[src/alu_pkg.sv]
// Constants, types and behaviour list for the add-with-carry datapath
// Behaviour
// RULE_01 - Accumulator takes low eight bits of accumulator plus source plus carry.
// RULE_02 - Carry flag set on carry out of bit 7, else cleared.
// RULE_03 - Half-carry flag set on carry out of bit 3, else cleared.
// RULE_04 - Overflow flag set when carries out of bits 6 and 7 differ.
// RULE_05 - Source is bank register, direct address, pointer indirect or immediate.
// RULE_06 - Bank register form is one byte 00111rrr, low bits pick register.
// RULE_07 - Direct form is 00110101 followed by source address byte.
// RULE_08 - Indirect form is 0011011i, bit 0 picks pointer register.
// RULE_09 - Immediate form is 00110100 followed by the constant byte.
// RULE_10 - Register and pointer numbers resolve against bank selected at execution.
package alu_pkg;
	// Opcode patterns
	localparam logic [4:0] BANK_REG_OPC_HI = 5'h07;
	localparam logic [7:0] DIRECT_OPC = 8'h35;
	localparam logic [6:0] INDIRECT_OPC_HI = 7'h1b;
	localparam logic [7:0] IMMEDIATE_OPC = 8'h34;
	// Field positions inside the opcode
	localparam int REG_FIELD_LSB = 0;
	localparam int REG_FIELD_MSB = 2;
	localparam int PTR_BIT_POS = 0;
	// Reset values
	localparam logic [7:0] ACC_RST = 8'h00;
	localparam logic [7:0] ADDR_RST = 8'h00;

	// Program status bits seen by the datapath
	typedef struct packed {
		logic carry;
		logic [1:0] bank_sel;
	} psw_view_t;

	// Flags produced by the addition
	typedef struct packed {
		logic carry;
		logic half_carry_flag;
		logic signed_overflow_flag;
	} flags_t;

	// Addressing form of an accepted opcode
	typedef enum logic [1:0] {
		SRC_BANK = 2'h0,
		SRC_DIRECT = 2'h1,
		SRC_INDIRECT = 2'h2,
		SRC_IMMEDIATE = 2'h3
	} src_form_t;

	// Sequencer states, Gray coded along the register and direct path
	typedef enum logic [2:0] {
		ST_IDLE = 3'h0,
		ST_SRC_REQ = 3'h1,
		ST_SRC_WAIT = 3'h3,
		ST_EXEC = 3'h2,
		ST_PTR_REQ = 3'h6,
		ST_PTR_WAIT = 3'h7
	} alu_state_t;
endpackage : alu_pkg

[src/add_with_carry_alu.sv]
// Add-with-carry execution datapath with source fetch sequencer
module add_with_carry_alu (
	input wire logic sys_clk,
	input wire logic reset,
	input wire logic start,
	input wire logic [7:0] opcode,
	input wire logic [7:0] operand,
	input wire alu_pkg::psw_view_t psw_in,
	input wire logic [7:0] acc_in,
	input wire logic [7:0] mem_rd_data,
	output logic mem_rd,
	output logic [7:0] mem_addr,
	output logic [7:0] acc_out,
	output alu_pkg::flags_t flags_out,
	output logic result_we,
	output logic busy,
	output logic refused
);
	import alu_pkg::*;

	// Opcode recognisers, shared by accept and form selection
	function automatic logic is_bank_op(input logic [7:0] op);
		return op[7:3] == BANK_REG_OPC_HI;
	endfunction : is_bank_op

	function automatic logic is_indirect_op(input logic [7:0] op);
		return op[7:1] == INDIRECT_OPC_HI;
	endfunction : is_indirect_op

	function automatic logic is_add_with_carry_op(input logic [7:0] op);
		return is_bank_op(op) || is_indirect_op(op) || op == DIRECT_OPC || op == IMMEDIATE_OPC;
	endfunction : is_add_with_carry_op

	// Registered sequencer, capture and output state
	alu_state_t state_r;
	alu_state_t state_nxt;
	src_form_t form_r;
	logic [7:0] opcode_r;
	logic [7:0] operand_r;
	logic [7:0] src_r;
	logic [7:0] src_nxt;
	logic mem_rd_r;
	logic mem_rd_nxt;
	logic [7:0] mem_addr_r;
	logic [7:0] mem_addr_nxt;
	logic [7:0] acc_r;
	flags_t flags_r;
	logic result_we_r;
	logic busy_r;
	logic refused_r;

	// Decode and datapath wires
	logic accept;
	src_form_t form_dec;
	logic [7:0] bank_reg_addr;
	logic [7:0] ptr_reg_addr;
	logic [7:0] sum;
	logic cy3;
	logic cy6;
	logic cy7;
	flags_t flags_calc;

	// Accept only in idle and only a recognised opcode
	// A start while busy is dropped, never queued
	assign accept = start && state_r == ST_IDLE && is_add_with_carry_op(opcode);

	// Addressing form decode
	assign form_dec = is_bank_op(opcode) ? SRC_BANK : // see RULE_06
		is_indirect_op(opcode) ? SRC_INDIRECT : // see RULE_08
		(opcode == DIRECT_OPC) ? SRC_DIRECT : // see RULE_07
		SRC_IMMEDIATE; // see RULE_09

	// Bank addresses use the bank selected now, not at accept time
	// A bank switch between accept and read is honoured
	assign bank_reg_addr = {3'h0, psw_in.bank_sel, opcode_r[REG_FIELD_MSB:REG_FIELD_LSB]}; // see RULE_10
	assign ptr_reg_addr = {3'h0, psw_in.bank_sel, 2'h0, opcode_r[PTR_BIT_POS]}; // see RULE_10

	// Adder on accumulator, source byte and current carry
	// Accumulator and carry matter in the execute cycle only
	carry_adder8 u_adder (
		.a(acc_in),
		.b(src_r),
		.cin(psw_in.carry),
		.sum(sum),
		.cy3(cy3),
		.cy6(cy6),
		.cy7(cy7)
	);

	// Flags from internal carries
	// Overflow compares the carry into bit 7 with the carry out
	assign flags_calc.carry = cy7; // see RULE_02
	assign flags_calc.half_carry_flag = cy3; // see RULE_03
	assign flags_calc.signed_overflow_flag = cy6 ^ cy7; // see RULE_04

	// Next state, read strobe, address and source capture
	// The read port answers one cycle after the strobe, so each
	// wait state holds until the strobe has dropped
	always_comb begin
		state_nxt = state_r;
		mem_rd_nxt = 1'b0;
		mem_addr_nxt = mem_addr_r;
		src_nxt = src_r;
		unique case (state_r)
			ST_IDLE: begin
				if (accept) begin
					unique case (form_dec) // see RULE_05
						SRC_IMMEDIATE: begin
							src_nxt = operand;
							state_nxt = ST_EXEC;
						end
						SRC_INDIRECT: begin
							state_nxt = ST_PTR_REQ;
						end
						SRC_DIRECT: begin
							state_nxt = ST_SRC_REQ;
						end
						SRC_BANK: begin
							state_nxt = ST_SRC_REQ;
						end
					endcase
				end
			end
			ST_PTR_REQ: begin
				mem_rd_nxt = 1'b1;
				mem_addr_nxt = ptr_reg_addr;
				state_nxt = ST_PTR_WAIT;
			end
			ST_PTR_WAIT: begin
				// Pointer byte stands one cycle after its strobe
				if (!mem_rd_r) begin
					mem_addr_nxt = mem_rd_data; // see RULE_08
					mem_rd_nxt = 1'b1;
					state_nxt = ST_SRC_WAIT;
				end
			end
			ST_SRC_REQ: begin
				mem_rd_nxt = 1'b1;
				mem_addr_nxt = (form_r == SRC_DIRECT) ? operand_r : bank_reg_addr; // see RULE_07
				state_nxt = ST_SRC_WAIT;
			end
			ST_SRC_WAIT: begin
				// Source byte stands one cycle after its strobe
				if (!mem_rd_r) begin
					src_nxt = mem_rd_data;
					state_nxt = ST_EXEC;
				end
			end
			ST_EXEC: begin
				state_nxt = ST_IDLE;
			end
			default: begin
				state_nxt = ST_IDLE;
			end
		endcase
	end

	// Sequencer registers
	always_ff @(posedge sys_clk) begin
		if (reset) begin
			state_r <= ST_IDLE;
			mem_rd_r <= 1'b0;
			mem_addr_r <= ADDR_RST;
			src_r <= 8'h00;
		end else begin
			state_r <= state_nxt;
			mem_rd_r <= mem_rd_nxt;
			mem_addr_r <= mem_addr_nxt;
			src_r <= src_nxt;
		end
	end

	// Instruction capture at accept
	always_ff @(posedge sys_clk) begin
		if (reset) begin
			opcode_r <= 8'h00;
			operand_r <= 8'h00;
			form_r <= SRC_BANK;
		end else if (accept) begin
			opcode_r <= opcode;
			operand_r <= operand;
			form_r <= form_dec;
		end
	end

	// Result and flag write-back
	// Outputs hold between pulses of result_we
	always_ff @(posedge sys_clk) begin
		if (reset) begin
			acc_r <= ACC_RST;
			flags_r <= '0;
			result_we_r <= 1'b0;
		end else begin
			result_we_r <= state_r == ST_EXEC;
			if (state_r == ST_EXEC) begin
				acc_r <= sum; // see RULE_01
				flags_r <= flags_calc;
			end
		end
	end

	// Status outputs
	// Busy follows the next state so it drops with result_we
	always_ff @(posedge sys_clk) begin
		if (reset) begin
			busy_r <= 1'b0;
			refused_r <= 1'b0;
		end else begin
			busy_r <= state_nxt != ST_IDLE;
			refused_r <= start && !accept;
		end
	end

	// Outputs straight from their flip-flops
	assign mem_rd = mem_rd_r;
	assign mem_addr = mem_addr_r;
	assign acc_out = acc_r;
	assign flags_out = flags_r;
	assign result_we = result_we_r;
	assign busy = busy_r;
	assign refused = refused_r;
endmodule : add_with_carry_alu

[src/carry_adder8.sv]
// Eight-bit adder with carry-in exposing carries out of bits 3, 6 and 7
module carry_adder8 (
	input wire logic [7:0] a,
	input wire logic [7:0] b,
	input wire logic cin,
	output logic [7:0] sum,
	output logic cy3,
	output logic cy6,
	output logic cy7
);
	logic [4:0] low_sum;
	logic [3:0] mid_sum;
	logic [1:0] top_sum;

	// Split adder so internal carries are visible
	assign low_sum = {1'b0, a[3:0]} + {1'b0, b[3:0]} + {4'h0, cin}; // see RULE_01
	assign mid_sum = {1'b0, a[6:4]} + {1'b0, b[6:4]} + {3'h0, low_sum[4]};
	assign top_sum = {1'b0, a[7]} + {1'b0, b[7]} + {1'b0, mid_sum[3]};
	assign sum = {top_sum[0], mid_sum[2:0], low_sum[3:0]};
	assign cy3 = low_sum[4];
	assign cy6 = mid_sum[3];
	assign cy7 = top_sum[1];
endmodule : carry_adder8
[config.mk]
export PLATFORM = sky130hd
export DESIGN_NAME = add_with_carry_alu
export DESIGN_NICKNAME = d
export VERILOG_FILES = /design/src/alu_pkg.sv /design/src/add_with_carry_alu.sv /design/src/carry_adder8.sv
export SDC_FILE = /design/constraint.sdc
export NUM_CORES = 1
export LEC_CHECK = 0
export BUFFER_PORTS_ARGS = -buffer_cell sky130_fd_sc_hd__buf_2
export CORE_MARGIN = 3
export CORE_UTILIZATION = 53
export CTS_CLUSTER_DIAMETER = 120
export DETAILED_ROUTE_END_ITERATION = 6
export PLACE_DENSITY = 0.83
export SLEW_MARGIN = 20
export SYNTH_ARGS = -nofsm -noshare
export SYNTH_HDL_FRONTEND = slang
export SYNTH_HIERARCHICAL = 1
export SYNTH_SLANG_ARGS = --single-unit
[constraint.sdc]
create_clock -name sys_clk -period 4.2 [get_ports sys_clk]
set_input_delay 0.63 -clock sys_clk [delete_from_list [all_inputs] [get_ports sys_clk]]
set_output_delay 0.63 -clock sys_clk [all_outputs]
set_load 0.01 [all_outputs]
==> results of run 1 <==
[worst max-delay path, stage by stage]
cell and delay [ns]:
buf_2 0.10, inv_1 0.07, fa_1 0.20, inv_1 0.06
fa_1 0.39, a21o_2 0.22, a21o_1 0.19, fa_1 0.40
a21o_1 0.19, a21o_1 0.19, inv_1 0.07, fa_1 0.41
inv_1 0.06, nand2_1 0.04, a21oi_1 0.12
[metal layers]
| layer | share of wire (%) | wire length (um) | track usage [%] | vias to the layer above |
|---|---|---|---|---|
| met1 | 48 | 2400 | 27.9 | 899 |
| met2 | 45 | 2270 | 31.2 | 47 |
| met4 | 1.4 | 68 | 6.76 | 0 |
| met5 | 0 | 0 | 0 | - |
| met3 | 5.4 | 270 | 4.82 | 6 |
| li1 | - | - | - | 967 |
[path summary, 6_finish.rpt]
kind / start / end / slack [ns] / depth (start not counted)
setup reg to reg: src_r[0]$_SDFFE_PP0P_ / acc_out[7]$_SDFFE_PP0P_ / 1.18 / 14
hold / removal: acc_out[0]$_SDFFE_PP0P_ / acc_out[0]$_SDFFE_PP0P_ / 0.45 / 2
setup / recovery: acc_in[0] / acc_out[7]$_SDFFE_PP0P_ / 1.09 / 15
hold reg to reg: acc_out[0]$_SDFFE_PP0P_ / acc_out[0]$_SDFFE_PP0P_ / 0.45 / 2
[through the flow]
stage | power, mW | std cells | instance area (sq um) | setup slack (ns) | hold WS, ns
3_3_place_gp | 0.530 | 342 | 2640 | 0.842 | 0.439
6_report | 0.787 | 350 | 2720 | 1.09 | 0.452
3_5_place_dp | 0.531 | 342 | 2640 | 0.788 | 0.443
4_1_cts | 0.792 | 350 | 2720 | 1.10 | 0.455
5_1_grt | 0.815 | 350 | 2720 | 0.929 | 0.484
2_1_floorplan | 0.501 | 248 | 2380 | 1.02 | 0.444
[cell families after synthesis]
group                      after synthesis  share of synthesized area (%)
AOI/OAI and AO/OA                       47                           16.7
DFF                                     47                           39.6
muxes                                   24                           10.3
buffers and inverters                   28                           6.21
adders and majority gates               10                           6.85
xor gates and xnor gates                 4                           1.47
and+or+nand+nor                         88                           18.9
[registers in the layout (all words and copies together), names as in the netlist, 2 cells and up]
name and flops:
src_r 8, flags_out 3, opcode_r 3, mem_addr 8, form_r 2, operand_r 8, state_r 3, acc_out 8
[synthesized netlist by cell type, types with 4 or more instances]
library cell	count	area share [%]
nor3b_1	4	1.3
nor3_1	12	2.5
dfxtp_1	47	40
mux2i_1	21	8.8
nand2_1	26	4.1
a21oi_1	14	2.9
clkbuf_1	4	0.63
nor2_1	24	3.8
buf_2	4	0.84
ha_1	5	2.6
inv_1	12	1.9
a21o_1	5	1.6
fa_1	5	4.2
a211oi_2	8	4.2
[where the power goes]
part,total (mW),internal (mW),switching (mW),leakage (nW)
Combinational,0.0690,0.0303,0.0387,0.822
Clock,0.266,0.117,0.149,0.0422
Sequential,0.452,0.449,0.00277,0.379
[final cells by class]
type,count,share of cell area (%)
flip-flops and latches,47,34.6
clock buffers,7,2.81
multi-input cells,173,47.4
repair buffers,60,11.0
well taps,50,2.30
clock inverters,1,0.184
inverters,12,1.66
==> results.md, run 1 <==
- Die Wd: about 73 um
- DRT iter0 DRCs: between 80 and 90
- Area of the multi-input gates: between 0.001 and 0.0015 sq mm
- Worst hold path class: flop to flop
- Fillers: 350
- Final wirelength: ~5.0 mm
- H-tree Lvls: 2
- Gate Count Post-Synth: around 250
- CP Data Arrival Time: around 3.3 ns
- Postcts setup bufs: 0
- Initial antenna violation count: 0
- Total global-route track usage: between 20% and 30%
- Max Cap Viol: 0
- Layout cells sized above 1: between 20% and 30%
- Port bufs: 60
- Core area: around 0.0042 sq mm
- Final GP Congestion: 0.807
- ANT cells: 0
- Fmax achieved: ~0.32 GHz
- Synth Cell Area: approximately 0.0024 sq mm
- FFs w/ async S/R, synth: 0%
- Clock root buffer: clkbuf_8
- Vias in the first global route: between 1500 and 2000
- Post-synth net total: 296
- ANT nets after route: 0
- First-pass GRT wire length: 8.45 mm
- Deepest clock path buffer count: 2
- Via-to-Cell Ratio: about 5.5
- Critical Path Start Type: primary input
- Sequential area share after synthesis: around two fifths
- VDD IR max: ~0.17 mV
- Synth Flop Type: dfxtp_1
- Most frequent cells in the layout: 60 x buf_2, 47 x dfxtp_1, 26 x nand2_1
- Power density cells: about 290 mW/mm^2
- # rows: 23
- Reg area: around 940 sq um
- Post-CTS sizing: 0
- Yosys reg bits: 47
- Syn_area_per_cell: between 9 and 10 sq um
- Fin Setup TNS: 0 ns
- CP Max Fanout: 2
- DRC: 0
- Commonest non-fill, non-tap cell in the layout: buf_2
- CP Class: primary input to flop
- CTS sink count: 47
- Die Area: 0.00532 sq mm
- Final number of setup-violating endpoints: 0
- I/O pin total: slightly above 60
- Final min period: 3.11 ns
- Area grow syn2layout: 14.4%
- Worst Setup End Kind: flop
- CP Data Required Time: ~4.4 ns
- CTS buffer count: 5
- Cts hold-fix bufs: 0
- Drt pass-1 iters: 4
- GR Overflow Total: 0
- Clock Latency Late Sink: 0.30 ns
- Tcrit/Tclk final: approximately three quarters
- Largest net degree at the start of global routing: between 40 and 50
- Leak pwr: 1.24 nW
- Clk slew on worst S/H paths: roughly 0.08 ns
- Netlist cell types: 49
- Measured slew at the worst slew-check pin: ~1.0 ns
- Starting Density: a little under three fifths
- Post-synth EDFFs: 0
- RSZ-0062 raised after global routing: no
- Vias: between 1500 and 2000
- Chip height: between 70 and 80 um
- CTS tree: yes
- Hold Violations, Final: 0
- DR WL/cell: ~14 um
- HPWL after DPL: around 3.7 mm
- Fin util: between 60 and 70%
- Status: complete, no violations
- Clk_skew: 0.00641 ns
- Slew HR: around 33%
- YS warnings: 6
- # nets final: 347
- Slew Limit Fails: 0
Note: power is estimated with default switching activity, not from simulation.
==> run 2: changes to the inputs <==
--- a/config.mk
+++ b/config.mk
@@ -5,6 +5,7 @@
 export SDC_FILE = /design/constraint.sdc
 export NUM_CORES = 1
 export LEC_CHECK = 0
+export ABC_AREA = 1
 export BUFFER_PORTS_ARGS = -buffer_cell sky130_fd_sc_hd__buf_2
 export CORE_MARGIN = 3
 export CORE_UTILIZATION = 53
==> constraint.sdc (replaced) <==
create_clock -name sys_clk -period 3.05 [get_ports sys_clk]
set_input_delay 0.4575 -clock sys_clk [delete_from_list [all_inputs] [get_ports sys_clk]]
set_output_delay 0.4575 -clock sys_clk [all_outputs]
set_load 0.01 [all_outputs]
==> run 2 against run 1 <==
  * Die area is 1.9% higher
  * Synthesized area grew 2.1%
  * Clock power increased by 54%
  * Flip-flop and latch count stayed put
  * Critical path type is now flop to flop
==> results.md, run 2 <==
- FFs w/ async S/R, synth: 0% (unchanged)
- Fmax achieved: around 0.37 GHz
- YS warnings: 6 (unchanged)
- Clk_skew: 0.00799 ns (+0.00158 ns)
- Deepest clock path buffer count: 2 (unchanged)
- Fin Hold WS: 0.414 ns (-0.0373 ns)
- Vias in the first global route: 2104 (+15%)
- Synth Flop Type: dfxtp_1
- Top-area cell type share of the netlist area: 38.8% (-0.82 points)
- Worst Setup End Kind: flop
- Final wirelength: 5.60 mm (+12%)
- Vias: 2351 (+23%)
- Cell area after layout: 0.00283 sq mm (+4.1%)
- Largest net degree at the start of global routing: 37 (-24%)
- Commonest non-fill, non-tap cell in the layout: buf_2
- Slew HR: 39.4% (+6.1 points)
- CP Max Fanout: 2 (unchanged)
- Area of the multi-input gates: 0.00123 sq mm (-4.6%)
- Status: complete, no violations
- Post-synth EDFFs: 0 (unchanged)
- Synth Cell Area: 0.00243 sq mm (+2.1%)
- # nets final: 442 (+27%)
- Starting Density: 57.7% (+0.80 points)
- Syn_area_per_cell: 7.20 sq um (-25%)
- Total global-route track usage: 21.4% (+1.1 points)
- Top cells by count, synth: 56 x nor2_1, 47 x dfxtp_1, 47 x inv_1
- Area after DPL: 0.00273 sq mm (+3.5%)
- # rows: 23 (unchanged)
- Ranking of synthesized cells by area: dfxtp_1 39%, o21ai_0 9.3%, nor2_1 8.7%
- Inst Count DP: 437 (+28%)
- Most frequent cells in the layout: 60 x buf_2, 56 x nor2_1, 47 x inv_1, 47 x dfxtp_1, 45 x o21ai_0
- CP Data Arrival Time: 2.96 ns (-0.37 ns)
- Reg area: 941 sq um (unchanged)
- Fin Setup TNS: 0 ns (unchanged)
- Final GP Congestion: 0.865 (+7.2%)
- Hold Violations, Final: 0 (unchanged)
- Clock Latency Late Sink: 0.30 ns (about the same)
- H-tree Lvls: 2 (unchanged)
- First-pass GRT wire length: 9.03 mm (+7.0%)
- ANT cells: 0 (unchanged)
- Die Wd: 73.7 um (+0.96%)
- Port bufs: 60 (unchanged)
- Netlist cell types: 30 (-39%)
- DRC: 0 (unchanged)
- Layout cells sized above 1: 21.8% (-5.9 points)
- Via-to-Cell Ratio: 5.28 (-3.6%)
- CTS sink count: 47 (unchanged)
- Max Cap Viol: 0 (unchanged)
- Final min period: approximately 2.7 ns
- CP Class: flop to flop
- VDD IR max: 0.286 mV (+71%)
- Measured slew at the worst slew-check pin: 0.908 ns (-0.0921 ns)
- Fin util: 67.3% (+2.2 points)
- Area grow syn2layout: 16.6%
- CTS buffer count: 5 (unchanged)
- Worst hold path class: primary input to flop
- Core area: 0.00420 sq mm (+0.69%)
- Biggest area consumer among synthesized cells: dfxtp_1
- Yosys reg bits: 47 (unchanged)
- Cts hold-fix bufs: 0 (unchanged)
- I/O pin total: 61 (unchanged)
- RSZ-0062 raised after global routing: no
- Drt pass-1 iters: 4 (unchanged)
- Postcts setup bufs: 0 (unchanged)
- Die Area: 0.00543 sq mm (+1.9%)
- GR Overflow Total: 0 (unchanged)
- Sequential area share after synthesis: 38.8% (-0.82 points)
- DRT iter0 DRCs: 105 (+25%)
- Finished Layout Cells: 445 (+27%)
- CP Data Required Time: 3.28 ns (-1.15 ns)
- Clk slew on worst S/H paths: 0.09 ns (about the same)
- Critical Path Start Type: flop
- Most common cell in the netlist: nor2_1
- Fillers: 378 (+8.0%)
- Initial antenna violation count: 0 (unchanged)
- Gate Count Post-Synth: 337 (+36%)
- DR WL/cell: 12.6 um (-12%)
- Slew Limit Fails: 0 (unchanged)
- ANT nets after route: 0 (unchanged)
- CTS tree: yes
- Post-synth net total: 385 (+30%)
- Leak pwr: 1.44 nW (+16%)
- Clock root buffer: clkbuf_8
- Post-CTS sizing: 0 (unchanged)
- Final number of setup-violating endpoints: 0 (unchanged)
- Power density cells: 411 mW/mm^2 (+42%)
- Tcrit/Tclk final: 89.4%
- Chip height: 73.7 um (+0.96%)
- HPWL after DPL: 4.06 mm (+11%)
## run 2: logic make-up after synthesis
family / after synthesis / synth area share [%]
and+or+nand+nor: 134 / 25.1
AOI/OAI and AO/OA: 82 / 17.7
buffers and inverters: 61 / 10.6
DFF: 47 / 38.8
adders and majority gates: 10 / 6.70
xor gates and xnor gates: 3 / 1.08
## run 2: final timing paths
| kind | start | to | slack, ns | cells after the start |
|---|---|---|---|---|
| max | src_r[0]$_SDFFE_PP0P_ | acc_out[7]$_SDFFE_PP0P_ | 0.32 | 13 |
| min | start | refused$_SDFF_PP0_ | 0.41 | 3 |
| max reg2reg | src_r[0]$_SDFFE_PP0P_ | acc_out[7]$_SDFFE_PP0P_ | 0.32 | 13 |
| min reg2reg | opcode_r[1]$_SDFFE_PP0N_ | opcode_r[1]$_SDFFE_PP0N_ | 0.46 | 2 |
## run 2: layout make-up
cell class                      instances  area share [%]
Clock buffer                            8            3.54
Inverter                               50            6.64
Multi-Input combinational cell        229            43.5
Sequential cell                        47            33.3
Tap cell                               50            2.21
Timing Repair Buffer                   61            10.9
## run 2: report_power, final
part | switching, mW | leakage [nW] | internal [mW] | total [mW]
Combinational | 0.0728 | 1.01 | 0.0517 | 0.125
Clock | 0.202 | 0.0515 | 0.207 | 0.409
Sequential | 0.00597 | 0.380 | 0.623 | 0.629
## run 2: critical path: stages, from the launching register on
cell	delay (ns)
dfxtp_1	0.32
inv_1	0.07
fa_1	0.16
inv_1	0.06
fa_1	0.40
a21oi_1	0.17
o21bai_1	0.10
fa_1	0.41
and3_1	0.20
nor2_2	0.13
fa_1	0.44
inv_1	0.06
nor2_1	0.04
nor2_1	0.11
## run 2: routing by layer
metal | vias up | GRT usage [%] | part of all wire [%]
met5 | - | 0 | 0
met4 | 0 | 5.23 | 0.70
met3 | 6 | 6.02 | 7.2
met2 | 81 | 36.9 | 48
met1 | 1071 | 26.1 | 44
li1 | 1193 | - | -
## run 2: metrics by stage
stage / total power, mW / setup slack [ns]
after floorplan: 0.720 / 0.373
after global routing: 1.21 / 0.115
after global placement: 0.763 / 0.198
after CTS: 1.17 / 0.327
after detailed placement: 0.767 / 0.0976
final: 1.16 / 0.322
